--- config.mk ---
export PLATFORM = sky130hd
export DESIGN_NAME = aof_top
export DESIGN_NICKNAME = d
export VERILOG_FILES = /design/src/design/aof_pkg.sv /design/src/design/aof_top.sv /design/src/design/aof_word_fmt.sv
export SDC_FILE = /design/constraint.sdc
export NUM_CORES = 1
export LEC_CHECK = 0
export BUFFER_PORTS_ARGS = -buffer_cell sky130_fd_sc_hd__buf_4
export CORE_MARGIN = 5
export CORE_UTILIZATION = 60
export CTS_BUF_LIST = sky130_fd_sc_hd__clkbuf_4 sky130_fd_sc_hd__clkbuf_8
export DETAILED_ROUTE_END_ITERATION = 6
export PLACE_DENSITY_LB_ADDON = 0.3
export SLEW_MARGIN = 20
export SYNTH_ARGS = -nofsm -noshare
export SYNTH_HDL_FRONTEND = slang
export SYNTH_SLANG_ARGS = --single-unit
--- constraint.sdc ---
create_clock -name I_MCLK -period 21 [get_ports I_MCLK]
set_input_delay 1.05 -clock I_MCLK [delete_from_list [all_inputs] [get_ports I_MCLK]]
set_output_delay 1.05 -clock I_MCLK [all_outputs]
set_load 0.02 [all_outputs]
--- src/design/aof_pkg.sv ---
package aof_pkg;
  localparam int DATA_W = 16;
  localparam int HALF_W = DATA_W / 2;
  // register byte offsets
  localparam logic [7:0] ADDR_CLK_CFG = 8'h08;
  localparam logic [7:0] ADDR_DRV_CFG = 8'h0C;
  localparam logic [7:0] ADDR_FMT_CFG = 8'h10;
  localparam logic [7:0] ADDR_STATUS = 8'h14;
  localparam logic [7:0] ADDR_NONE = 8'hFF;
  // clock_config_reg fields
  localparam int CLK_PH_LSB = 0;
  localparam int CLK_INV_BIT = 2;
  localparam int CLK_DCS_BIT = 3;
  // output_drive_config_reg fields
  localparam int DRV_MODE_LSB = 0;
  localparam int DRV_TERM_BIT = 2;
  localparam int DRV_CUR_LSB = 3;
  // data_format_config_reg fields
  localparam int FMT_TWOS_BIT = 0;
  localparam int FMT_RND_BIT = 1;
  localparam int FMT_ABP_BIT = 2;
  localparam int FMT_TP_LSB = 3;
  // status fields
  localparam int STAT_PER_LSB = 0;
  localparam int STAT_MODE_LSB = 16;
  localparam int STAT_WARN_BIT = 18;
  // reset values and patterns
  localparam logic [2:0] CUR_DEFAULT = 3'h4;
  localparam logic [15:0] DATA_ONES = 16'hFFFF;
  localparam logic [15:0] MID_CODE = 16'h8000;
  localparam logic [15:0] ABP_MASK = 16'hAAAA;
  localparam logic [16:0] CHECKER = 17'h15555;
  localparam logic [15:0] MIN_PER = 16'h0004;
  // timing
  localparam int MCLK_PERIOD_NS = 10;
  localparam int ENC_PERIOD_NS = 160;
  localparam int ENC_DIV_DEFAULT = ENC_PERIOD_NS / MCLK_PERIOD_NS;
  localparam int PH_SHIFT_BITS = 3;

  typedef enum logic [1:0] {
    MODE_FULL = 2'b00,
    MODE_DDR_CMOS = 2'b01,
    MODE_DDR_LVDS = 2'b10
  } aof_mode_t;

  typedef enum logic [2:0] {
    TP_NONE = 3'b000,
    TP_ONES = 3'b001,
    TP_ZEROS = 3'b010,
    TP_ALT = 3'b011,
    TP_CHECK = 3'b100
  } aof_tp_t;

  typedef struct packed {
    logic [1:0] phase;
    logic invert;
    logic dcs;
    logic [1:0] mode;
    logic term;
    logic [2:0] cur;
    logic twos;
    logic rnd_en;
    logic abp;
    logic [2:0] tp;
  } aof_cfg_t;

  typedef struct packed {
    logic over;
    logic under;
    logic [15:0] code;
  } aof_sample_t;

  typedef struct packed {
    logic ovf;
    logic [15:0] data;
  } aof_word_t;

  localparam aof_cfg_t CFG_RESET = '{phase: 2'h0, invert: 1'b0, dcs: 1'b0,
    mode: MODE_FULL, term: 1'b0, cur: CUR_DEFAULT, twos: 1'b0, rnd_en: 1'b0,
    abp: 1'b0, tp: TP_NONE};
endpackage

--- src/design/aof_top.sv ---
// Contract
// - enabling internal termination doubles the output driver current.
// - overflow flag is high exactly when input is over or under range.
// - overflow travels through the same pipeline stages as its data.
// - full rate has one overflow per channel; DDR shares one overflow output.
// - full rate data changes on true clock falling edge; receiver uses rising.
// - DDR data changes on both true clock edges without phase shift.
// - forwarded clock lags data by 0, 45, 90 or 135 degrees.
// - invert bit flips both clock legs, giving 180 to 315 degrees.
// - reset coding is offset binary; a format bit selects two's complement.
// - zero input is 0x8000 offset binary; two's complement flips top bit.
// - over range gives max code, under range min code, both flagged.
// - randomizer XORs the LSB into other bits; LSB, flag, clock unchanged.
// - randomizer and alternate polarity enable independently.
// - constant patterns force flag and data all ones or all zeros.
// - alternating pattern toggles all ones and all zeros every sample.
// - checkerboard pattern alternates 1010..., complemented each sample.
// - test patterns bypass coding, randomizer and alternate polarity.
// - DDR sends two data bits per output, one per clock edge.
// - driver current defaults to 3.5 mA unless programmed.
//
// Design decisions made here: register access over AHB-Lite and the register addresses.
module aof_top
  import aof_pkg::*;
#(
  parameter int ENC_DIV = ENC_DIV_DEFAULT
) (
  input wire logic I_MCLK,
  input wire logic I_RESET,
  input wire logic I_CE,
  input wire logic I_HSEL,
  input wire logic [31:0] I_HADDR,
  input wire logic [1:0] I_HTRANS,
  input wire logic I_HWRITE,
  input wire logic [2:0] I_HSIZE,
  input wire logic I_HREADY,
  input wire logic [31:0] I_HWDATA,
  output logic [31:0] O_HRDATA,
  output logic O_HREADYOUT,
  output logic O_HRESP,
  input wire logic I_ENC_CLK,
  input wire logic [15:0] I_CH1_CODE,
  input wire logic I_CH1_OVER,
  input wire logic I_CH1_UNDER,
  input wire logic [15:0] I_CH2_CODE,
  input wire logic I_CH2_OVER,
  input wire logic I_CH2_UNDER,
  output logic [15:0] O_CH1_SAMPLE_BITS,
  output logic [15:0] O_CH2_SAMPLE_BITS,
  output logic O_CHAN1_OVERFLOW_OUT,
  output logic O_CHAN2_OVERFLOW_OUT,
  output logic [7:0] O_CH1_DDR_BITS,
  output logic [7:0] O_CH2_DDR_BITS,
  output logic O_SHARED_OVERFLOW_OUT,
  output logic O_FWD_CLOCK_P,
  output logic O_FWD_CLOCK_N,
  output logic [1:0] O_OUT_MODE,
  output logic O_TERM_EN,
  output logic O_DRIVE_DOUBLE,
  output logic [2:0] O_DRIVE_CODE,
  output logic O_DCS_EN
);
  localparam int SMP_W = $bits(aof_sample_t);
  localparam int SW = 2 * SMP_W + 1;

  if (ENC_DIV < 4 || ENC_DIV > 65535) begin : g_bad_div
    $error("ENC_DIV must lie between 4 and 65535");
  end

  function automatic logic is_ddr(logic [1:0] m);
    return m != MODE_FULL;
  endfunction

  function automatic logic [7:0] pick(logic [15:0] d, logic odd);
    logic [7:0] r;
    for (int i = 0; i < HALF_W; i++) begin
      r[i] = d[2 * i + int'(odd)];
    end
    return r;
  endfunction

  function automatic logic [15:0] ph_shift(logic [15:0] per, logic [1:0] ph);
    logic [17:0] p;
    p = {2'b00, per} * {16'h0000, ph};
    return {1'b0, p[17:PH_SHIFT_BITS]};
  endfunction

  function automatic logic [31:0] reg_read(logic [7:0] a, aof_cfg_t c, aof_cfg_t act,
                                           logic [15:0] per);
    logic [31:0] r;
    r = '0;
    case (a)
      ADDR_CLK_CFG: begin
        r[CLK_PH_LSB +: 2] = c.phase;
        r[CLK_INV_BIT] = c.invert;
        r[CLK_DCS_BIT] = c.dcs;
      end
      ADDR_DRV_CFG: begin
        r[DRV_MODE_LSB +: 2] = c.mode;
        r[DRV_TERM_BIT] = c.term;
        r[DRV_CUR_LSB +: 3] = c.cur;
      end
      ADDR_FMT_CFG: begin
        r[FMT_TWOS_BIT] = c.twos;
        r[FMT_RND_BIT] = c.rnd_en;
        r[FMT_ABP_BIT] = c.abp;
        r[FMT_TP_LSB +: 3] = c.tp;
      end
      ADDR_STATUS: begin
        r[STAT_PER_LSB +: 16] = per;
        r[STAT_MODE_LSB +: 2] = act.mode;
        r[STAT_WARN_BIT] = (act.phase != 2'h0) && !act.dcs;
      end
      default: r = '0;
    endcase
    return r;
  endfunction

  // input synchronisers: encode clock and both channels' conversion results
  logic [SW-1:0] s1_r, s2_r;
  logic enc_d_r;
  logic bnd;
  aof_sample_t smp1, smp2;

  always_ff @(posedge I_MCLK or posedge I_RESET) begin
    if (I_RESET) begin
      s1_r <= '0;
      s2_r <= '0;
      enc_d_r <= 1'b0;
    end else if (I_CE) begin
      s1_r <= {I_ENC_CLK, I_CH2_OVER, I_CH2_UNDER, I_CH2_CODE,
               I_CH1_OVER, I_CH1_UNDER, I_CH1_CODE};
      s2_r <= s1_r;
      enc_d_r <= s2_r[SW-1];
    end
  end

  assign bnd = s2_r[SW-1] & ~enc_d_r;
  assign smp1 = s2_r[SMP_W-1:0];
  assign smp2 = s2_r[2*SMP_W-1:SMP_W];

  // bus slave: zero wait states, read data registered in the address phase
  aof_cfg_t cfg_r, cfg_nxt;
  logic dph_wr_r, dph_wr_nxt;
  logic [7:0] dph_addr_r, dph_addr_nxt;
  logic [31:0] rdata_r, rdata_nxt;
  logic aph;
  aof_cfg_t act_r, act_nxt;
  logic [15:0] per_r, per_nxt;

  assign aph = I_HSEL & I_HTRANS[1] & I_HREADY;

  always_comb begin
    cfg_nxt = cfg_r;
    dph_wr_nxt = 1'b0;
    dph_addr_nxt = dph_addr_r;
    rdata_nxt = rdata_r;
    if (dph_wr_r) begin
      case (dph_addr_r)
        ADDR_CLK_CFG: begin
          cfg_nxt.phase = I_HWDATA[CLK_PH_LSB +: 2];
          cfg_nxt.invert = I_HWDATA[CLK_INV_BIT];
          cfg_nxt.dcs = I_HWDATA[CLK_DCS_BIT];
        end
        ADDR_DRV_CFG: begin
          cfg_nxt.mode = I_HWDATA[DRV_MODE_LSB +: 2];
          cfg_nxt.term = I_HWDATA[DRV_TERM_BIT];
          cfg_nxt.cur = I_HWDATA[DRV_CUR_LSB +: 3];
        end
        ADDR_FMT_CFG: begin
          cfg_nxt.twos = I_HWDATA[FMT_TWOS_BIT];
          cfg_nxt.rnd_en = I_HWDATA[FMT_RND_BIT];
          cfg_nxt.abp = I_HWDATA[FMT_ABP_BIT];
          cfg_nxt.tp = I_HWDATA[FMT_TP_LSB +: 3];
        end
        default: ;
      endcase
    end
    if (aph) begin
      dph_wr_nxt = I_HWRITE;
      dph_addr_nxt = (I_HADDR[31:8] == 24'h000000) ? I_HADDR[7:0] : ADDR_NONE;
      rdata_nxt = I_HWRITE ? 32'h00000000 : reg_read(dph_addr_nxt, cfg_nxt, act_r, per_r);
    end
  end

  always_ff @(posedge I_MCLK or posedge I_RESET) begin
    if (I_RESET) begin
      cfg_r <= CFG_RESET;
      dph_wr_r <= 1'b0;
      dph_addr_r <= ADDR_NONE;
      rdata_r <= '0;
    end else if (I_CE) begin
      cfg_r <= cfg_nxt;
      dph_wr_r <= dph_wr_nxt;
      dph_addr_r <= dph_addr_nxt;
      rdata_r <= rdata_nxt;
    end
  end

  assign O_HRDATA = rdata_r;
  assign O_HREADYOUT = 1'b1;
  assign O_HRESP = 1'b0;

  // sample timing, formatting and output multiplexing
  aof_word_t f1, f2, w1_r, w1_nxt, w2_r, w2_nxt;
  logic alt_r, alt_nxt;
  logic [15:0] cnt_r, cnt_nxt, meas, half, sh, pos;
  logic [15:0] fr1_r, fr1_nxt, fr2_r, fr2_nxt;
  logic fo1_r, fo1_nxt, fo2_r, fo2_nxt;
  logic [7:0] dd1_r, dd1_nxt, dd2_r, dd2_nxt;
  logic so_r, so_nxt, clkp_r, clkp_nxt;
  logic clkn_r, clkn_nxt;
  logic mid;

  aof_word_fmt u_fmt1 (.i_smp(smp1), .i_cfg(cfg_r), .i_alt(alt_r), .o_word(f1));
  aof_word_fmt u_fmt2 (.i_smp(smp2), .i_cfg(cfg_r), .i_alt(alt_r), .o_word(f2));

  always_comb begin
    act_nxt = act_r;
    per_nxt = per_r;
    alt_nxt = alt_r;
    w1_nxt = w1_r;
    w2_nxt = w2_r;
    fr1_nxt = fr1_r;
    fr2_nxt = fr2_r;
    fo1_nxt = fo1_r;
    fo2_nxt = fo2_r;
    dd1_nxt = dd1_r;
    dd2_nxt = dd2_r;
    so_nxt = so_r;
    meas = cnt_r + 16'h0001;
    cnt_nxt = (cnt_r == 16'hFFFF) ? cnt_r : meas;
    if (bnd) begin
      cnt_nxt = '0;
      per_nxt = (meas < MIN_PER) ? per_r : meas;
      act_nxt = cfg_r;
      alt_nxt = ~alt_r;
      w1_nxt = f1;
      w2_nxt = f2;
      if (is_ddr(cfg_r.mode)) begin
        fr1_nxt = '0;
        fr2_nxt = '0;
        fo1_nxt = 1'b0;
        fo2_nxt = 1'b0;
        dd1_nxt = pick(f1.data, 1'b0);
        dd2_nxt = pick(f2.data, 1'b0);
        so_nxt = f1.ovf;
      end else begin
        fr1_nxt = f1.data;
        fr2_nxt = f2.data;
        fo1_nxt = f1.ovf;
        fo2_nxt = f2.ovf;
        dd1_nxt = '0;
        dd2_nxt = '0;
        so_nxt = 1'b0;
      end
    end
    half = per_nxt >> 1;
    mid = !bnd && is_ddr(act_r.mode) && (cnt_nxt == half);
    if (mid) begin
      dd1_nxt = pick(w1_r.data, 1'b1);
      dd2_nxt = pick(w2_r.data, 1'b1);
      so_nxt = w2_r.ovf;
    end
    // clock falls at the boundary, rises at half period, delayed by phase/8
    sh = ph_shift(per_nxt, act_nxt.phase);
    pos = (cnt_nxt >= sh) ? cnt_nxt - sh : cnt_nxt + per_nxt - sh;
    clkp_nxt = (pos >= half) ^ act_nxt.invert;
    clkn_nxt = ~clkp_nxt;
  end

  always_ff @(posedge I_MCLK or posedge I_RESET) begin
    if (I_RESET) begin
      act_r <= CFG_RESET;
      per_r <= 16'(ENC_DIV);
      alt_r <= 1'b0;
      cnt_r <= '0;
      w1_r <= '0;
      w2_r <= '0;
      fr1_r <= '0;
      fr2_r <= '0;
      fo1_r <= 1'b0;
      fo2_r <= 1'b0;
      dd1_r <= '0;
      dd2_r <= '0;
      so_r <= 1'b0;
      clkp_r <= 1'b0;
      clkn_r <= 1'b1;
    end else if (I_CE) begin
      act_r <= act_nxt;
      per_r <= per_nxt;
      alt_r <= alt_nxt;
      cnt_r <= cnt_nxt;
      w1_r <= w1_nxt;
      w2_r <= w2_nxt;
      fr1_r <= fr1_nxt;
      fr2_r <= fr2_nxt;
      fo1_r <= fo1_nxt;
      fo2_r <= fo2_nxt;
      dd1_r <= dd1_nxt;
      dd2_r <= dd2_nxt;
      so_r <= so_nxt;
      clkp_r <= clkp_nxt;
      clkn_r <= clkn_nxt;
    end
  end

  assign O_CH1_SAMPLE_BITS = fr1_r;
  assign O_CH2_SAMPLE_BITS = fr2_r;
  assign O_CHAN1_OVERFLOW_OUT = fo1_r;
  assign O_CHAN2_OVERFLOW_OUT = fo2_r;
  assign O_CH1_DDR_BITS = dd1_r;
  assign O_CH2_DDR_BITS = dd2_r;
  assign O_SHARED_OVERFLOW_OUT = so_r;
  assign O_FWD_CLOCK_P = clkp_r;
  assign O_FWD_CLOCK_N = clkn_r;
  assign O_OUT_MODE = act_r.mode;
  assign O_TERM_EN = act_r.term;
  assign O_DRIVE_DOUBLE = act_r.term;
  assign O_DRIVE_CODE = act_r.cur;
  assign O_DCS_EN = act_r.dcs;

  // helper state read only by the checks below
  logic upd_r, prev_alt_r;
  logic [16:0] prev_out_r;

  always_ff @(posedge I_MCLK or posedge I_RESET) begin
    if (I_RESET) begin
      upd_r <= 1'b0;
      prev_alt_r <= 1'b0;
      prev_out_r <= '0;
    end else begin
      upd_r <= bnd & I_CE;
      if (upd_r) begin
        prev_alt_r <= (act_r.tp == TP_ALT) && (act_r.mode == MODE_FULL);
        prev_out_r <= {fo1_r, fr1_r};
      end
    end
  end
endmodule

--- src/design/aof_word_fmt.sv ---
module aof_word_fmt
  import aof_pkg::*;
(
  input wire aof_sample_t i_smp,
  input wire aof_cfg_t i_cfg,
  input wire logic i_alt,
  output aof_word_t o_word
);
  logic [15:0] d;

  always_comb begin
    d = i_smp.code;
    if (i_smp.over) begin
      d = DATA_ONES;
    end else if (i_smp.under) begin
      d = '0;
    end
    // coding, then randomizer, then alternate polarity
    if (i_cfg.twos) begin
      d[15] = ~d[15];
    end
    if (i_cfg.rnd_en) begin
      d[15:1] = d[15:1] ^ {15{d[0]}};
    end
    if (i_cfg.abp) begin
      d = d ^ ABP_MASK;
    end
    o_word.ovf = i_smp.over | i_smp.under;
    o_word.data = d;
    // a selected test pattern replaces the formatted word
    case (i_cfg.tp)
      TP_ONES: o_word = '1;
      TP_ZEROS: o_word = '0;
      TP_ALT: o_word = {17{~i_alt}};
      TP_CHECK: o_word = CHECKER ^ {17{i_alt}};
      default: ;
    endcase
  end
endmodule

# [Yosys cells after proc, flatten, opt, wreduce, memory -nomap -nowiden]
# Index checks and enable logic that the tools add are counted.
[classes] order_cmp=3 reduce_logical=13 multipliers=1 div_mod_pow=0 bitwise=16 mux=41 n_shift=0 n_addsub=4 eq_ne=13
[op_table] op="16-bit 2-to-1 mux" count=15
[op_table] op="17-bit one-hot mux with 4 select lines" count=2
[op_table] op="8-bit 2-to-1 mux" count=7
[op_table] op="8-bit by 4-bit equality test with 1-bit output, second input constant" count=4
[op_table] op="16-bit by 15-bit greater-or-equal comparator with 1-bit output" count=2
[op_table] op="16-bit by 15-bit subtractor with 16-bit output" count=2
[op_table] op="15-bit 2-to-1 mux" count=2
[op_table] op="15-bit XOR" count=2
[op_table] op="8-bit by 5-bit equality test with 1-bit output, second input constant" count=3
[op_table] op="24-bit zero test" count=1
[op_table] op="19-bit 2-to-1 mux" count=1
[op_table] op="16-bit by 2-bit multiplier with 18-bit output" count=1
[op_table] op="16-bit by 1-bit adder with 16-bit output, second input constant" count=1
[op_table] op="16-bit adder" count=1
[op_table] op="16-bit by 15-bit equality test with 1-bit output" count=1
[op_table] op="16-bit equality test, second input constant" count=1
[op_table] op="16-bit by 3-bit less-than comparator with 1-bit output, second input constant" count=1
[op_table] op="8-bit inverter" count=2
[op_table] op="4-bit one-hot mux with 4 select lines" count=1
[op_table] op="13-bit 2-to-1 mux" count=1
[op_table] op="6-bit 2-to-1 mux" count=2
[op_table] op="9-bit inverter" count=1
[op_table] op="1-bit 2-to-1 mux" count=8
[op_table] op="2-bit nonzero test" count=4
[op_table] op="other kinds (12)" count=25
[word_totals] ramBits=0 ff_bits=267 n_memories=0 output_inout_bits=95 latch_bits=0 rom_bits=0

# [Longest topological paths before layout]
# Gate-level depths: netlist (run 1).
[depth] depth_word=12 mapped_depth=50 mapped_depth_nobuf=47

# [Hierarchy]
# A second synthesis (run 1) with hierarchy kept.
[unflattened] cells_unflattened=1506 area_unflattened_um2=14939.3
[by_module_without_submodules] mod="aof_top" cells_per_inst=1372 n_inst=1 area_each_um2=13863.3
[by_module_without_submodules] mod="aof_word_fmt" cells_per_inst=67 n_inst=2 area_each_um2=538.0

# [Least setup slack after synthesis (run 1)]
# No wires, ideal clock.
[synth_timing] kind="register to register" start="reg cnt_r[0]" end="reg clkn_r, in the netlist O_FWD_CLOCK_N" t_arrival_ns=9.267 setup_ns=0.078 period_less_slack_ns=9.345 setup_slack_ns=11.655 required_time_ns=20.922 path_stages_with_launch=49 cell_sequence="dfrtp_1 -> ha_1 -> nand2_1 -> nor4_1 -> xnor2_1 -> and4_1 -> a31oi_2 -> buf_2 -> buf_2 -> mux2i_1 -> nor2_1 -> ha_1 -> a21oi_1 -> o21bai_1 -> a21oi_1 -> nor2b_1 -> or3_1 -> nor2_1 -> [... 13 more ...] -> clkbuf_1 -> a21oi_1 -> ha_1 -> nand2b_1 -> a21o_1 -> a21o_1 -> a21o_1 -> a21o_1 -> a21o_1 -> a21o_1 -> a21o_1 -> a21o_1 -> a21o_1 -> a21o_1 -> a211oi_1 -> o21a_1 -> nand3b_1 -> a31o_1"
[synth_via] elab_chain_cells=10
[synth_lines] item="from (decl)" line="aof_top.sv:207" rtl="logic [15:0] cnt_r, cnt_nxt, meas, half, sh, pos;"
[synth_lines] item="from (signal assigned)" line="aof_top.sv:293" rtl="cnt_r <= cnt_nxt;"
[synth_lines] item="16-bit by 1-bit adder with 16-bit output" line="aof_top.sv:231" rtl="meas = cnt_r + 16'h0001;"
[synth_lines] item="16-bit by 3-bit less-than comparator with 1-bit output" line="aof_top.sv:235" rtl="per_nxt = (meas < MIN_PER) ? per_r : meas;"
[synth_lines] item="16-bit 2-to-1 mux" line="aof_top.sv:235"
[synth_lines] item="16-bit 2-to-1 mux" line="aof_top.sv:233" rtl="if (bnd) begin"
[synth_lines] item="16-bit by 2-bit multiplier with 18-bit output / 16-bit adder (equally long branches)" line="aof_top.sv:84, aof_top.sv:267"
[synth_lines] item="16-bit by 15-bit subtractor with 16-bit output / 16-bit by 15-bit greater-or-equal comparator with 1-bit output (equally long branches)" line="aof_top.sv:267" rtl="pos = (cnt_nxt >= sh) ? cnt_nxt - sh : cnt_nxt + per_nxt - sh;"
[synth_lines] item="16-bit 2-to-1 mux" line="aof_top.sv:267"
[synth_lines] item="16-bit by 15-bit greater-or-equal comparator with 1-bit output *" line="aof_top.sv:268" rtl="clkp_nxt = (pos >= half) ^ act_nxt.invert;"
[synth_lines] item="1-bit XOR *" line="aof_top.sv:268"
[synth_lines] item="1-bit inverter *" line="aof_top.sv:269" rtl="clkn_nxt = ~clkp_nxt;"
[synth_lines] item="to (signal assigned)" line="aof_top.sv:304" rtl="clkn_r <= clkn_nxt;"
[synth_lines] item="to (decl)" line="aof_top.sv:212" rtl="logic clkn_r, clkn_nxt;"
# Mark *: on every way between the ends. The rest lies on a longest branch, timed or not.
# A chain may end at the register's enable or synchronous reset.

# [Worst setup path in the final report (run 1)]
# Same ends and word-level chain as after synthesis.

==> results of run 1 <==
final cells by class:
class	count	area, um2	area share
clock buffers	51	670.6	0.04141
flip-flops and latches	232	5821	0.3594
inverters	55	214.0	0.01321
well taps	313	391.6	0.02418
clock inverters	12	137.6	0.008499
multi-input cells	1071	7609	0.4698
repair buffers	180	1351	0.08344
sequential cells by signal, summed over array words and instances (netlist names), 9 cells and up:
signal / flops
s2_r: 37
O_CH2_SAMPLE_BITS: 16
per_r: 16
s1_r: 37
cfg_r: 16
O_CH1_SAMPLE_BITS: 16
w2_r: 9
cnt_r: 16
O_HRDATA: 19
routing by layer:
layer	part of all wire	wire length, um	vias to the layer above
met3	0.060	2123	80
met2	0.50	17570	405
met1	0.41	14420	5451
met5	0	0	-
li1	-	-	5322
met4	0.030	1062	0
worst min-delay path, stage by stage (launching register included):
cell	delay [ns]
sky130_fd_sc_hd__dfstp_2	0.37
sky130_fd_sc_hd__nand2_1	0.05
sky130_fd_sc_hd__nand2_1	0.05
cell usage after synthesis, types with 6 or more instances:
| library cell | instances | area share |
|---|---|---|
| sky130_fd_sc_hd__a221oi_1 | 6 | 0.0038 |
| sky130_fd_sc_hd__or4_1 | 6 | 0.0032 |
| sky130_fd_sc_hd__nand2_1 | 153 | 0.041 |
| sky130_fd_sc_hd__a211oi_1 | 6 | 0.0032 |
| sky130_fd_sc_hd__dfrtp_1 | 220 | 0.39 |
| sky130_fd_sc_hd__nand2b_1 | 11 | 0.0049 |
| sky130_fd_sc_hd__nor2_1 | 106 | 0.028 |
| sky130_fd_sc_hd__xnor2_1 | 56 | 0.035 |
| sky130_fd_sc_hd__nor3_1 | 11 | 0.0039 |
| sky130_fd_sc_hd__xor2_1 | 50 | 0.031 |
| sky130_fd_sc_hd__or3_1 | 6 | 0.0027 |
| sky130_fd_sc_hd__nor4_1 | 20 | 0.0090 |
| sky130_fd_sc_hd__dfstp_2 | 12 | 0.023 |
| sky130_fd_sc_hd__o21ai_0 | 116 | 0.042 |
| sky130_fd_sc_hd__nand3_1 | 12 | 0.0043 |
| sky130_fd_sc_hd__ha_1 | 61 | 0.055 |
| sky130_fd_sc_hd__o21a_1 | 9 | 0.0048 |
| sky130_fd_sc_hd__inv_1 | 52 | 0.014 |
| sky130_fd_sc_hd__a21o_1 | 22 | 0.012 |
| sky130_fd_sc_hd__o21bai_1 | 16 | 0.0086 |
| sky130_fd_sc_hd__nand4_1 | 9 | 0.0040 |
| sky130_fd_sc_hd__nor2b_1 | 9 | 0.0040 |
| sky130_fd_sc_hd__clkbuf_1 | 49 | 0.013 |
| sky130_fd_sc_hd__mux2i_1 | 31 | 0.022 |
| sky130_fd_sc_hd__buf_4 | 21 | 0.011 |
| sky130_fd_sc_hd__buf_1 | 11 | 0.0030 |
| sky130_fd_sc_hd__o221a_2 | 17 | 0.014 |
| sky130_fd_sc_hd__a21oi_1 | 107 | 0.038 |
| sky130_fd_sc_hd__mux2_2 | 115 | 0.093 |
| sky130_fd_sc_hd__fa_1 | 11 | 0.016 |
| sky130_fd_sc_hd__a22o_1 | 13 | 0.0081 |
path summary, 6_finish.rpt:
path | end | start
max reg2reg | O_FWD_CLOCK_N | cnt_r[0]
min reg2reg | O_DRIVE_CODE[2] | cfg_r[8]
min | O_DRIVE_CODE[2] | cfg_r[8]
max in group asynchronous | s1_r[23] | I_RESET
max | O_FWD_CLOCK_N | cnt_r[0]
min in group asynchronous | s1_r[10] | I_RESET
per-stage QoR:
stage	area (um2)	util	hold WS, ns
3_3_place_gp	15380	0.6752	0.4525
4_1_cts	16190	0.7107	0.4730
3_5_place_dp	15380	0.6752	0.4628
5_1_grt	16190	0.7110	0.4822
6_report	16190	0.7110	0.4731
2_1_floorplan	14030	-	0.4384
cells by family after synthesis:
family / after synthesis / synth area share
xor gates and xnor gates: 106 / 0.06642
and+or+nand+nor: 370 / 0.1218
muxes: 148 / 0.1167
buffers and inverters: 142 / 0.04475
AOI/OAI and AO/OA: 358 / 0.1615
DFF: 232 / 0.4164
other: 2 / 0.0005373
adders and majority gates: 74 / 0.07188
placed cells by master (no fill, tap or decap), types with 17 or more instances in the layout:
| master | count |
|---|---|
| sky130_fd_sc_hd__dfrtp_1 | 220 |
| sky130_fd_sc_hd__clkbuf_8 | 46 |
| sky130_fd_sc_hd__o221a_2 | 17 |
| sky130_fd_sc_hd__ha_1 | 61 |
| sky130_fd_sc_hd__xor2_1 | 49 |
| sky130_fd_sc_hd__a21o_1 | 22 |
| sky130_fd_sc_hd__nor4_1 | 20 |
| sky130_fd_sc_hd__xnor2_1 | 56 |
| sky130_fd_sc_hd__a21oi_1 | 107 |
| sky130_fd_sc_hd__nor2_1 | 106 |
| sky130_fd_sc_hd__mux2_2 | 115 |
| sky130_fd_sc_hd__nand2_1 | 152 |
| sky130_fd_sc_hd__o21ai_0 | 116 |
| sky130_fd_sc_hd__buf_4 | 180 |
| sky130_fd_sc_hd__mux2i_1 | 31 |
| sky130_fd_sc_hd__inv_1 | 51 |
power breakdown:
part	switching [mW]	internal, mW
Combinational	0.541	0.449
Clock	0.179	0.244
Sequential	0.0748	0.546
Total	0.794	1.24
==> metrics.txt, run 1 <==
# TYPE chip_impl_metric gauge
chip_impl_metric{name="fillers",unit=""} 1705
chip_impl_metric{name="timing.final.hold_violations",unit=""} 0
chip_impl_metric{name="post_route_cells_drive_above_1_share",unit=""} 0.2555
chip_impl_metric{name="cts-buffers-inserted",unit=""} 36
chip_impl_metric{name="cp_max_fo",unit=""} 24
chip_impl_info{name="yosys_most_used_dff",value="sky130_fd_sc_hd__dfrtp_1"} 1
chip_impl_metric{name="drcViolationCount",unit=""} 0
chip_impl_info{name="critPathTopFamily",value="compound AO/OA/AOI/OAI gates"} 1
chip_impl_metric{name="setup_viol_count_final",unit=""} 0
chip_impl_metric{name="vias_in_the_first_global_route",unit=""} 11156
chip_impl_metric{name="yosysWarningCount",unit=""} 0
chip_impl_metric{name="die_y",unit="um"} 162.6
chip_impl_metric{name="antenna_violations_before_repair",unit=""} 0
chip_impl_metric{name="worst-r2r-setup-slack",unit="ns"} 10.50
chip_impl_metric{name="routed_via_density",unit=""} 5.882
chip_impl_info{name="cpMaxStageDelayCell",value="sky130_fd_sc_hd__a21oi_1"} 1
chip_impl_metric{name="number_of_instances_in_the_synthesized_netlist",unit=""} 1432
chip_impl_info{name="grt_busiest_layer",value="met2"} 1
chip_impl_metric{name="ys_seq_area_frac",unit=""} 0.4164
chip_impl_metric{name="routed_wire_length_per_instance",unit="um"} 18.38
chip_impl_metric{name="dpl.cell_count",unit=""} 1851
chip_impl_metric{name="clock_latency",unit="ns"} 0.52
chip_impl_metric{name="num_antenna_cells",unit=""} 0
chip_impl_info{name="crit_path_frequent_cell",value="sky130_fd_sc_hd__a21o_1"} 1
chip_impl_metric{name="clock-skew-final",unit="ns"} 0.01352
chip_impl_metric{name="cts_repair_resize_count",unit=""} 0
chip_impl_info{name="critPathCaptureType",value="register"} 1
chip_impl_metric{name="pin_count_of_the_biggest_net_entering_global_routing",unit=""} 86
chip_impl_metric{name="whs_path_depth",unit=""} 2
chip_impl_metric{name="post-cts-setup-buffer-count",unit=""} 0
chip_impl_metric{name="place_congestion",unit=""} 0.8986
chip_impl_info{name="clock-root-buffer",value="sky130_fd_sc_hd__clkbuf_8"} 1
chip_impl_metric{name="mappedNetlistArea",unit="mm2"} 0.01398
chip_impl_metric{name="power.static_leakage",unit="nW"} 7.510
chip_impl_metric{name="final_nets",unit=""} 1760
chip_impl_metric{name="dieArea",unit="mm2"} 0.02645
chip_impl_metric{name="ir_drop",unit="mV"} 0.1338
chip_impl_info{name="run_status",value="finished clean"} 1
chip_impl_metric{name="critical_path.n_buffers_inverters",unit=""} 4
chip_impl_info{name="tritoncts",value="yes"} 1
chip_impl_metric{name="totalWireLength",unit="mm"} 35.18
chip_impl_metric{name="final_critical_path_setup_slack",unit="ns"} 10.50
chip_impl_metric{name="worst-slew-pin-transition",unit="ns"} 1.051
chip_impl_metric{name="drt.antenna.violating_nets",unit=""} 0
chip_impl_metric{name="arrival",unit="ns"} 10.94
chip_impl_metric{name="tritoncts_num_sinks",unit=""} 232
chip_impl_metric{name="boundaryPins",unit=""} 207
chip_impl_metric{name="core_region_area",unit="mm2"} 0.02278
chip_impl_metric{name="gr-usage-all-layers",unit=""} 0.2602
chip_impl_info{name="rsz0062_at_grt",value="false"} 1
chip_impl_metric{name="drt_iter0_drc",unit=""} 899
chip_impl_metric{name="fmaxAchievable",unit="MHz"} 95.25
chip_impl_metric{name="maxCapViolCount",unit=""} 0
chip_impl_metric{name="met1_usage",unit=""} 0.3379
chip_impl_metric{name="gr-usage-met3",unit=""} 0.03214
chip_impl_metric{name="timing.slew.headroom",unit=""} 0.2957
chip_impl_metric{name="preCtsSetupSlack",unit="ns"} 10.64
chip_impl_metric{name="stdcell_count",unit=""} 1914
chip_impl_metric{name="synth-seq-cells",unit=""} 232
chip_impl_metric{name="post_synthesis_mean_instance_area",unit="um2"} 9.761
chip_impl_metric{name="rows",unit=""} 55
chip_impl_metric{name="detailedRoute.firstPassIterationCount",unit=""} 7
chip_impl_metric{name="dp.final_hpwl",unit="mm"} 25.44
chip_impl_metric{name="timing.critical_path.depth",unit=""} 48
chip_impl_metric{name="pwr_density_cell",unit="mW/mm2"} 125.5
chip_impl_metric{name="clock_slew_seen_by_the_registers_of_the_worst_setup_and_hold_paths",unit="ns"} 0.07
chip_impl_metric{name="first_pass_grt_wire_length",unit="mm"} 56.62
chip_impl_metric{name="period_utilization",unit=""} 0.5000
chip_impl_metric{name="worst-r2r-cell-count",unit=""} 48
chip_impl_metric{name="io_buffer_count",unit=""} 161
chip_impl_info{name="critical_path_startpoint_category",value="register"} 1
chip_impl_info{name="crit_type",value="register to register"} 1
chip_impl_metric{name="slowest_delay",unit="ns"} 0.65
chip_impl_metric{name="grt.met2_usage",unit=""} 0.4523
chip_impl_metric{name="synth-edff-count",unit=""} 0
chip_impl_metric{name="ctsHtreeMaxLevel",unit=""} 2
chip_impl_metric{name="finalWorstPathRequiredPeriod",unit="ns"} 10.50
chip_impl_metric{name="overflow",unit=""} 0
chip_impl_metric{name="netlist-cell-type-count",unit=""} 77
chip_impl_metric{name="drv_slew",unit=""} 0
chip_impl_metric{name="cts.hold.buffers_added",unit=""} 0
chip_impl_metric{name="setup_total_negative_slack",unit="ns"} 0
chip_impl_metric{name="asyncSetResetFlopFracSynth",unit=""} 1.000
chip_impl_info{name="worst_min_path_class",value="register to register"} 1
chip_impl_metric{name="initial_utilization",unit=""} 0.6137
chip_impl_metric{name="layout-area-overhead-vs-synth",unit="%"} 15.85
chip_impl_metric{name="total_power",unit="mW"} 2.033
chip_impl_metric{name="required_time_at_the_endpoint_of_the_critical_path",unit="ns"} 21.44
chip_impl_metric{name="max-clock-path-buffers",unit=""} 3
chip_impl_metric{name="detailroute.via_count",unit=""} 11258
chip_impl_metric{name="width_of_the_die",unit="um"} 162.6
Note: power is estimated with default switching activity, not from simulation.
==> inputs of run 2 (changes only) <==
CORE_UTILIZATION = 54   (was 60)
clock period = 8.5 ns   (was 21 ns; I/O delays follow)
==> run 2 against run 1 <==
Compared with the run above:
- register-to-register slack lost 10 ns
- highest routed layer unchanged
- sequential power grew 150%
- global-route usage shrank 0.99 points
- largest power group unchanged
- largest cell class unchanged
- fmax grew 24%
- combinational power grew to 2.7 times the previous value
==> metrics.txt, run 2 (same netlist as run 1, synthesis figures left out) <==
# TYPE chip_impl_metric gauge
chip_impl_info{name="run_status",value="finished clean"} 1
chip_impl_metric{name="routed_wire_length_per_instance",unit="um"} 18.26
chip_impl_metric{name="vias_in_the_first_global_route",unit=""} 11784
chip_impl_metric{name="power.share.sequential",unit=""} 0.293
chip_impl_metric{name="final_core_util",unit=""} 0.6956
chip_impl_metric{name="drt_iter0_drc",unit=""} 1143
chip_impl_metric{name="place_congestion",unit=""} 0.9277
chip_impl_metric{name="first_pass_grt_wire_length",unit="mm"} 59.85
chip_impl_metric{name="dp.final_hpwl",unit="mm"} 27.46
chip_impl_metric{name="drcViolationCount",unit=""} 0
chip_impl_metric{name="ctsHtreeMaxLevel",unit=""} 2
chip_impl_info{name="cpMaxStageDelayCell",value="sky130_fd_sc_hd__dfrtp_2"} 1
chip_impl_metric{name="max-clock-path-buffers",unit=""} 3
chip_impl_info{name="critical_path.reg2reg.endpoint",value="O_FWD_CLOCK_N"} 1
chip_impl_metric{name="finalWorstPathRequiredPeriod",unit="ns"} 8.457
chip_impl_metric{name="clock-skew-final",unit="ns"} 0.01997
chip_impl_metric{name="overflow",unit=""} 0
chip_impl_metric{name="worst-r2r-cell-count",unit=""} 47
chip_impl_metric{name="pwr_density_cell",unit="mW/mm2"} 298.9
chip_impl_info{name="rsz0062_at_grt",value="true"} 1
chip_impl_metric{name="clock_slew_seen_by_the_registers_of_the_worst_setup_and_hold_paths",unit="ns"} 0.07
chip_impl_metric{name="initial_utilization",unit=""} 0.5519
chip_impl_metric{name="timing.final.hold_violations",unit=""} 0
chip_impl_info{name="critPathTopFamily",value="compound AO/OA/AOI/OAI gates"} 1
chip_impl_metric{name="period_utilization",unit=""} 0.9949
chip_impl_metric{name="intPower",unit="mW"} 3.218
chip_impl_metric{name="rows",unit=""} 58
chip_impl_metric{name="preCtsSetupSlack",unit="ns"} -0.3159
chip_impl_metric{name="antenna_violations_before_repair",unit=""} 0
chip_impl_metric{name="detailroute.via_count",unit=""} 11888
chip_impl_metric{name="p_switching",unit="mW"} 2.048
chip_impl_metric{name="clock_latency",unit="ns"} 0.52
chip_impl_metric{name="dieArea",unit="mm2"} 0.02920
chip_impl_info{name="critical_path.reg2reg.startpoint",value="cnt_r[0]"} 1
chip_impl_metric{name="power.combinational.fraction",unit=""} 0.516
chip_impl_metric{name="drt.antenna.violating_nets",unit=""} 0
chip_impl_metric{name="setup_total_negative_slack",unit="ns"} 0
chip_impl_metric{name="power.static_leakage",unit="nW"} 8.250
chip_impl_metric{name="whs_path_depth",unit=""} 2
chip_impl_metric{name="setup_viol_count_final",unit=""} 0
chip_impl_metric{name="pin_count_of_the_biggest_net_entering_global_routing",unit=""} 88
chip_impl_metric{name="required_time_at_the_endpoint_of_the_critical_path",unit="ns"} 8.94
chip_impl_info{name="startpoint_of_the_worst_setup_timing_path",value="cnt_r[0]"} 1
chip_impl_metric{name="detailedRoute.firstPassIterationCount",unit=""} 5
chip_impl_info{name="critPathCaptureType",value="register"} 1
chip_impl_metric{name="hold_slack",unit="ns"} 0.1405
chip_impl_metric{name="layout-area-overhead-vs-synth",unit="%"} 26.04
chip_impl_metric{name="post_route_cells_drive_above_1_share",unit=""} 0.3446
chip_impl_metric{name="boundaryPins",unit=""} 207
chip_impl_info{name="critical_path_startpoint_category",value="register"} 1
chip_impl_info{name="worst_min_path_class",value="input pin to register"} 1
chip_impl_metric{name="width_of_the_die",unit="um"} 170.9
chip_impl_metric{name="drv_slew",unit=""} 0
chip_impl_metric{name="routed_via_density",unit=""} 5.749
chip_impl_metric{name="tritoncts_num_sinks",unit=""} 232
chip_impl_metric{name="gr-usage-all-layers",unit=""} 0.2504
chip_impl_info{name="crit_path_frequent_cell",value="sky130_fd_sc_hd__a21o_1"} 1
chip_impl_metric{name="slowest_delay",unit="ns"} 0.45
chip_impl_info{name="layout.cells.most_common",value="sky130_fd_sc_hd__buf_4"} 1
chip_impl_metric{name="worst-r2r-setup-slack",unit="ns"} 0.04
chip_impl_metric{name="die_y",unit="um"} 170.9
chip_impl_metric{name="totalWireLength",unit="mm"} 37.76
chip_impl_metric{name="cts-buffers-inserted",unit=""} 37
chip_impl_info{name="most_frequent_cells_in_the_layout",value="sky130_fd_sc_hd__buf_4 (307), sky130_fd_sc_hd__dfrtp_1 (217), sky130_fd_sc_hd__nand2_1 (150)"} 1
chip_impl_metric{name="worst-slew-pin-transition",unit="ns"} 1.084
chip_impl_metric{name="core_region_area",unit="mm2"} 0.02533
chip_impl_info{name="worst_setup_path_endpoint",value="O_FWD_CLOCK_N"} 1
chip_impl_metric{name="cp_max_fo",unit=""} 7
chip_impl_metric{name="power.share.clock",unit=""} 0.191
chip_impl_metric{name="ir_drop",unit="mV"} 0.3010
chip_impl_metric{name="final_nets",unit=""} 1894
chip_impl_metric{name="maxCapViolCount",unit=""} 0
chip_impl_metric{name="arrival",unit="ns"} 8.90
chip_impl_metric{name="io_buffer_count",unit=""} 161
chip_impl_metric{name="num_antenna_cells",unit=""} 0
chip_impl_metric{name="timing.critical_path.depth",unit=""} 47
chip_impl_metric{name="critical_path.n_buffers_inverters",unit=""} 2
chip_impl_metric{name="timing.slew.headroom",unit=""} 0.2775
chip_impl_metric{name="final_critical_path_setup_slack",unit="ns"} 0.04305
chip_impl_metric{name="swShare",unit=""} 0.3890
chip_impl_info{name="tritoncts",value="yes"} 1
chip_impl_info{name="crit_type",value="register to register"} 1
chip_impl_info{name="clock-root-buffer",value="sky130_fd_sc_hd__clkbuf_8"} 1
chip_impl_metric{name="fmaxAchievable",unit="MHz"} 118.2
-- run 2: how the worst min path moves through the flow --
stage                       start         endpoint  slack, ns
floorplan                cfg_r[8]  O_DRIVE_CODE[2]       0.44
global placement         cfg_r[8]  O_DRIVE_CODE[2]       0.45
detailed placement       cfg_r[8]  O_DRIVE_CODE[2]       0.46
CTS                 I_CH2_CODE[5]         s1_r[23]       0.12
global route        I_CH1_CODE[2]          s1_r[2]       0.12
finish              I_CH1_CODE[4]          s1_r[4]       0.14
-- run 2: repair_timing --
action,CTS,global route
hold buffers,1,0
setup endpoints to repair,2,2
gates resized for setup,21,36
endpoints found under the hold margin,52,0
buffers inserted,13,8
pin swaps,25,49
-- run 2: layout make-up --
| class | instances | area [um2] |
|---|---|---|
| clock inverters | 9 | 75.07 |
| inverters | 55 | 214.0 |
| fillers | 1896 | 7709 |
| flip-flops and latches | 232 | 5824 |
| multi-input cells | 1071 | 7978 |
| repair buffers | 313 | 2397 |
| clock buffers | 58 | 716.9 |
| well taps | 330 | 412.9 |
-- run 2: worst reg2reg max path: cells and delay by family (launching register included) --
family | cells | cell delay (ns)
fa+ha+maj | 4 | 1.09
mux | 1 | 0.23
buf+inv | 2 | 0.23
compound gates | 26 | 4.39
simple gates | 13 | 1.82
xor+xnor | 1 | 0.17
flops | 1 | 0.45
-- run 2: through the flow --
stage / power, mW / instances / instance area, um2
2_1_floorplan: 3.353 / 1445 / 14180
3_3_place_gp: 4.059 / 1980 / 16370
3_5_place_dp: 4.161 / 1980 / 16370
4_1_cts: 5.231 / 2061 / 17380
5_1_grt: 5.653 / 2068 / 17620
6_report: 5.266 / 2068 / 17620
-- run 2: power by group through the flow --
stage | clock network, mW | registers [mW] | logic (mW)
2_1_floorplan | 0 | 1.62 | 1.73
3_3_place_gp | 0 | 1.54 | 2.52
3_5_place_dp | 0 | 1.55 | 2.61
4_1_cts | 1.02 | 1.54 | 2.68
5_1_grt | 1.07 | 1.57 | 3.02
6_report | 1.01 | 1.54 | 2.72
-- run 2: metal layers --
layer | up-vias | share of wire | track usage
met5 | - | 0 | 0
met4 | 0 | 0.028 | 0.07751
met3 | 75 | 0.062 | 0.03027
met2 | 392 | 0.49 | 0.4269
met1 | 5827 | 0.42 | 0.3372
li1 | 5594 | - | -
==> inputs of run 3 (changes only) <==
CORE_UTILIZATION = 60   (was 54)
TNS_END_PERCENT = 10   (was default)
clock period = 8.85 ns   (was 8.5 ns; I/O delays follow)
==> run 3 against run 2 <==
Compared with the run above:
- total power fell by 3.9%
- fmax down 0.98%
- non-clock buffer count shrank 43
- largest power group unchanged
- clock power about the same
- critical path depth unchanged
- sequential power is 4% lower
- clock-buffer cell count fell by 3
- die area decreased by 9.4%
- core utilization up 6.5 points
- final cell count down 2.9%
==> metrics.txt, run 3 (same netlist as run 1, synthesis figures left out) <==
# TYPE chip_impl_metric gauge
chip_impl_metric{name="route.layer.met1.wl",unit="mm"} 15.71
chip_impl_metric{name="overflow",unit=""} 0
chip_impl_metric{name="rows",unit=""} 55
chip_impl_metric{name="post-route-cell-area",unit="mm2"} 0.01733
chip_impl_metric{name="total_power",unit="mW"} 5.062
chip_impl_metric{name="maxCapViolCount",unit=""} 0
chip_impl_metric{name="pwr_density_cell",unit="mW/mm2"} 292.2
chip_impl_metric{name="ir_drop",unit="mV"} 0.2728
chip_impl_metric{name="ctsHtreeMaxLevel",unit=""} 2
chip_impl_metric{name="arrival",unit="ns"} 8.97
chip_impl_metric{name="drt.antenna.violating_nets",unit=""} 0
chip_impl_info{name="layout.cells.most_common",value="sky130_fd_sc_hd__buf_4"} 1
chip_impl_metric{name="worst-slew-pin-transition",unit="ns"} 1.108
chip_impl_metric{name="p_switching",unit="mW"} 1.967
chip_impl_info{name="tritoncts",value="yes"} 1
chip_impl_info{name="crit_type",value="register to register"} 1
chip_impl_metric{name="setup_total_negative_slack",unit="ns"} 0
chip_impl_metric{name="drcViolationCount",unit=""} 0
chip_impl_metric{name="placement.cell_area",unit="mm2"} 0.01599
chip_impl_metric{name="slowest_delay",unit="ns"} 0.46
chip_impl_metric{name="place_congestion",unit=""} 0.9276
chip_impl_metric{name="detailroute.via_count",unit=""} 11762
chip_impl_metric{name="first_pass_grt_wire_length",unit="mm"} 58.86
chip_impl_info{name="worst_min_path_class",value="input pin to asynchronous set/reset pin"} 1
chip_impl_info{name="clock-root-buffer",value="sky130_fd_sc_hd__clkbuf_8"} 1
chip_impl_metric{name="clock_latency",unit="ns"} 0.52
chip_impl_info{name="maxUsedRoutingLayer",value="met4"} 1
chip_impl_info{name="crit_path_frequent_cell",value="sky130_fd_sc_hd__a21o_1"} 1
chip_impl_info{name="critPathCaptureType",value="register"} 1
chip_impl_metric{name="timing.final.hold_violations",unit=""} 0
chip_impl_info{name="most_frequent_cells_in_the_layout",value="sky130_fd_sc_hd__buf_4 (265), sky130_fd_sc_hd__dfrtp_1 (218), sky130_fd_sc_hd__nand2_1 (149)"} 1
chip_impl_metric{name="fmaxAchievable",unit="MHz"} 117.1
chip_impl_info{name="run_status",value="finished clean"} 1
chip_impl_metric{name="finalWorstPathRequiredPeriod",unit="ns"} 8.541
chip_impl_metric{name="drt_iter0_drc",unit=""} 795
chip_impl_metric{name="post_route_cells_drive_above_1_share",unit=""} 0.3288
chip_impl_metric{name="io_buffer_count",unit=""} 161
chip_impl_metric{name="routed_via_density",unit=""} 5.860
chip_impl_metric{name="vias_in_the_first_global_route",unit=""} 11567
chip_impl_metric{name="cts-buffers-inserted",unit=""} 37
chip_impl_metric{name="swShare",unit=""} 0.3885
chip_impl_metric{name="power.combinational.fraction",unit=""} 0.512
chip_impl_metric{name="power.share.sequential",unit=""} 0.293
chip_impl_metric{name="power.share.clock",unit=""} 0.195
chip_impl_metric{name="layout-area-overhead-vs-synth",unit="%"} 23.94
chip_impl_metric{name="die_y",unit="um"} 162.6
chip_impl_metric{name="dp.final_hpwl",unit="mm"} 27.14
chip_impl_metric{name="power.static_leakage",unit="nW"} 8.055
chip_impl_metric{name="boundaryPins",unit=""} 207
chip_impl_metric{name="routed_wire_length_per_instance",unit="um"} 18.86
chip_impl_metric{name="clock_slew_seen_by_the_registers_of_the_worst_setup_and_hold_paths",unit="ns"} 0.07
chip_impl_metric{name="core_region_area",unit="mm2"} 0.02278
chip_impl_metric{name="detailedRoute.firstPassIterationCount",unit=""} 5
chip_impl_metric{name="initial_utilization",unit=""} 0.6137
chip_impl_info{name="critical_path_startpoint_category",value="register"} 1
chip_impl_metric{name="dieArea",unit="mm2"} 0.02645
chip_impl_metric{name="width_of_the_die",unit="um"} 162.6
chip_impl_metric{name="totalWireLength",unit="mm"} 37.86
chip_impl_metric{name="setup_viol_count_final",unit=""} 0
chip_impl_metric{name="pin_count_of_the_biggest_net_entering_global_routing",unit=""} 160
chip_impl_metric{name="antenna_violations_before_repair",unit=""} 0
chip_impl_metric{name="max-clock-path-buffers",unit=""} 3
chip_impl_metric{name="final_nets",unit=""} 1851
chip_impl_info{name="cpMaxStageDelayCell",value="sky130_fd_sc_hd__dfrtp_2"} 1
chip_impl_metric{name="cp_max_fo",unit=""} 6
chip_impl_metric{name="drv_slew",unit=""} 0
chip_impl_metric{name="fillers",unit=""} 1504
chip_impl_metric{name="intPower",unit="mW"} 3.096
chip_impl_metric{name="period_utilization",unit=""} 0.9650
chip_impl_metric{name="num_antenna_cells",unit=""} 0
chip_impl_metric{name="required_time_at_the_endpoint_of_the_critical_path",unit="ns"} 9.28
chip_impl_metric{name="hold_slack",unit="ns"} 0.01291
chip_impl_metric{name="gr-usage-all-layers",unit=""} 0.2726
chip_impl_metric{name="met3_wirelength",unit="mm"} 2.265
chip_impl_metric{name="timing.slew.headroom",unit=""} 0.2570
chip_impl_metric{name="clock-skew-final",unit="ns"} 0.02791
chip_impl_metric{name="tritoncts_num_sinks",unit=""} 232
chip_impl_metric{name="met2_wirelength",unit="mm"} 19.18
-- run 3: power groups by stage --
stage          Combinational, mW  Sequential [mW]  Clock, mW
6_report                    2.59             1.48      0.988
5_1_grt                     2.86             1.51       1.05
3_3_place_gp                2.38             1.47          0
4_1_cts                     2.49             1.47      0.997
2_1_floorplan               1.64             1.55          0
3_5_place_dp                2.46             1.48          0
-- run 3: timing repair --
| item | 4_1_cts | 5_1_grt |
|---|---|---|
| buffers inserted | 0 | 17 |
| gates cloned | 0 | 2 |
| hold buffers | 0 | 0 |
| pin swaps | 1 | 44 |
| resized for setup | 9 | 57 |
| endpoints found under the setup margin | 2 | 2 |
| hold endpoints to repair | 0 | 0 |
-- run 3: layer usage --
layer,vias up,track usage
met1,5759,0.3609
met2,420,0.4742
met5,-,0
li1,5511,-
met3,72,0.03948
met4,0,0.07053
-- run 3: layout make-up --
cell class	instances	area [um2]	share of cell area
Multi-Input combinational cell	1071	7986	0.4610
Clock inverter	11	107.6	0.006211
Timing Repair Buffer	270	2091	0.1207
Tap cell	313	391.6	0.02260
Sequential cell	232	5823	0.3361
Inverter	55	219.0	0.01264
Clock buffer	55	706.9	0.04080
-- run 3: through the flow --
| stage | worst slack (ns) | utilization | cells |
|---|---|---|---|
| floorplan | 0.01557 | - | 1445 |
| global placement | -0.005584 | 0.7020 | 1923 |
| detailed placement | -0.1402 | 0.7020 | 1923 |
| CTS | 0.01299 | 0.7394 | 1989 |
| global route | -0.02496 | 0.7606 | 2007 |
| finish | 0.3094 | 0.7606 | 2007 |
-- run 3: worst paths after layout --
check	startpoint	to	slack (ns)	cells after the start
worst max-delay path	cnt_r[1]	O_FWD_CLOCK_N	0.31	47
worst min-delay path	I_RESET	O_HRDATA[5]	0.01	2
worst max register to register	cnt_r[1]	O_FWD_CLOCK_N	0.31	47
worst min register to register	O_DRIVE_CODE[2]	O_DRIVE_CODE[2]	0.47	2
max in group asynchronous	I_RESET	s2_r[35]	7.30	3
min in group I_MCLK	I_CH1_CODE[8]	s1_r[8]	0.16	2
-- run 3: critical path: cells and delay by family, from the launching register on --
family          cells  cell delay, ns
compound gates     26            4.42
simple gates       13            1.77
fa+ha+maj           4            1.16
flops               1            0.46
buf+inv             2            0.26
mux                 1            0.18
xor+xnor            1            0.17
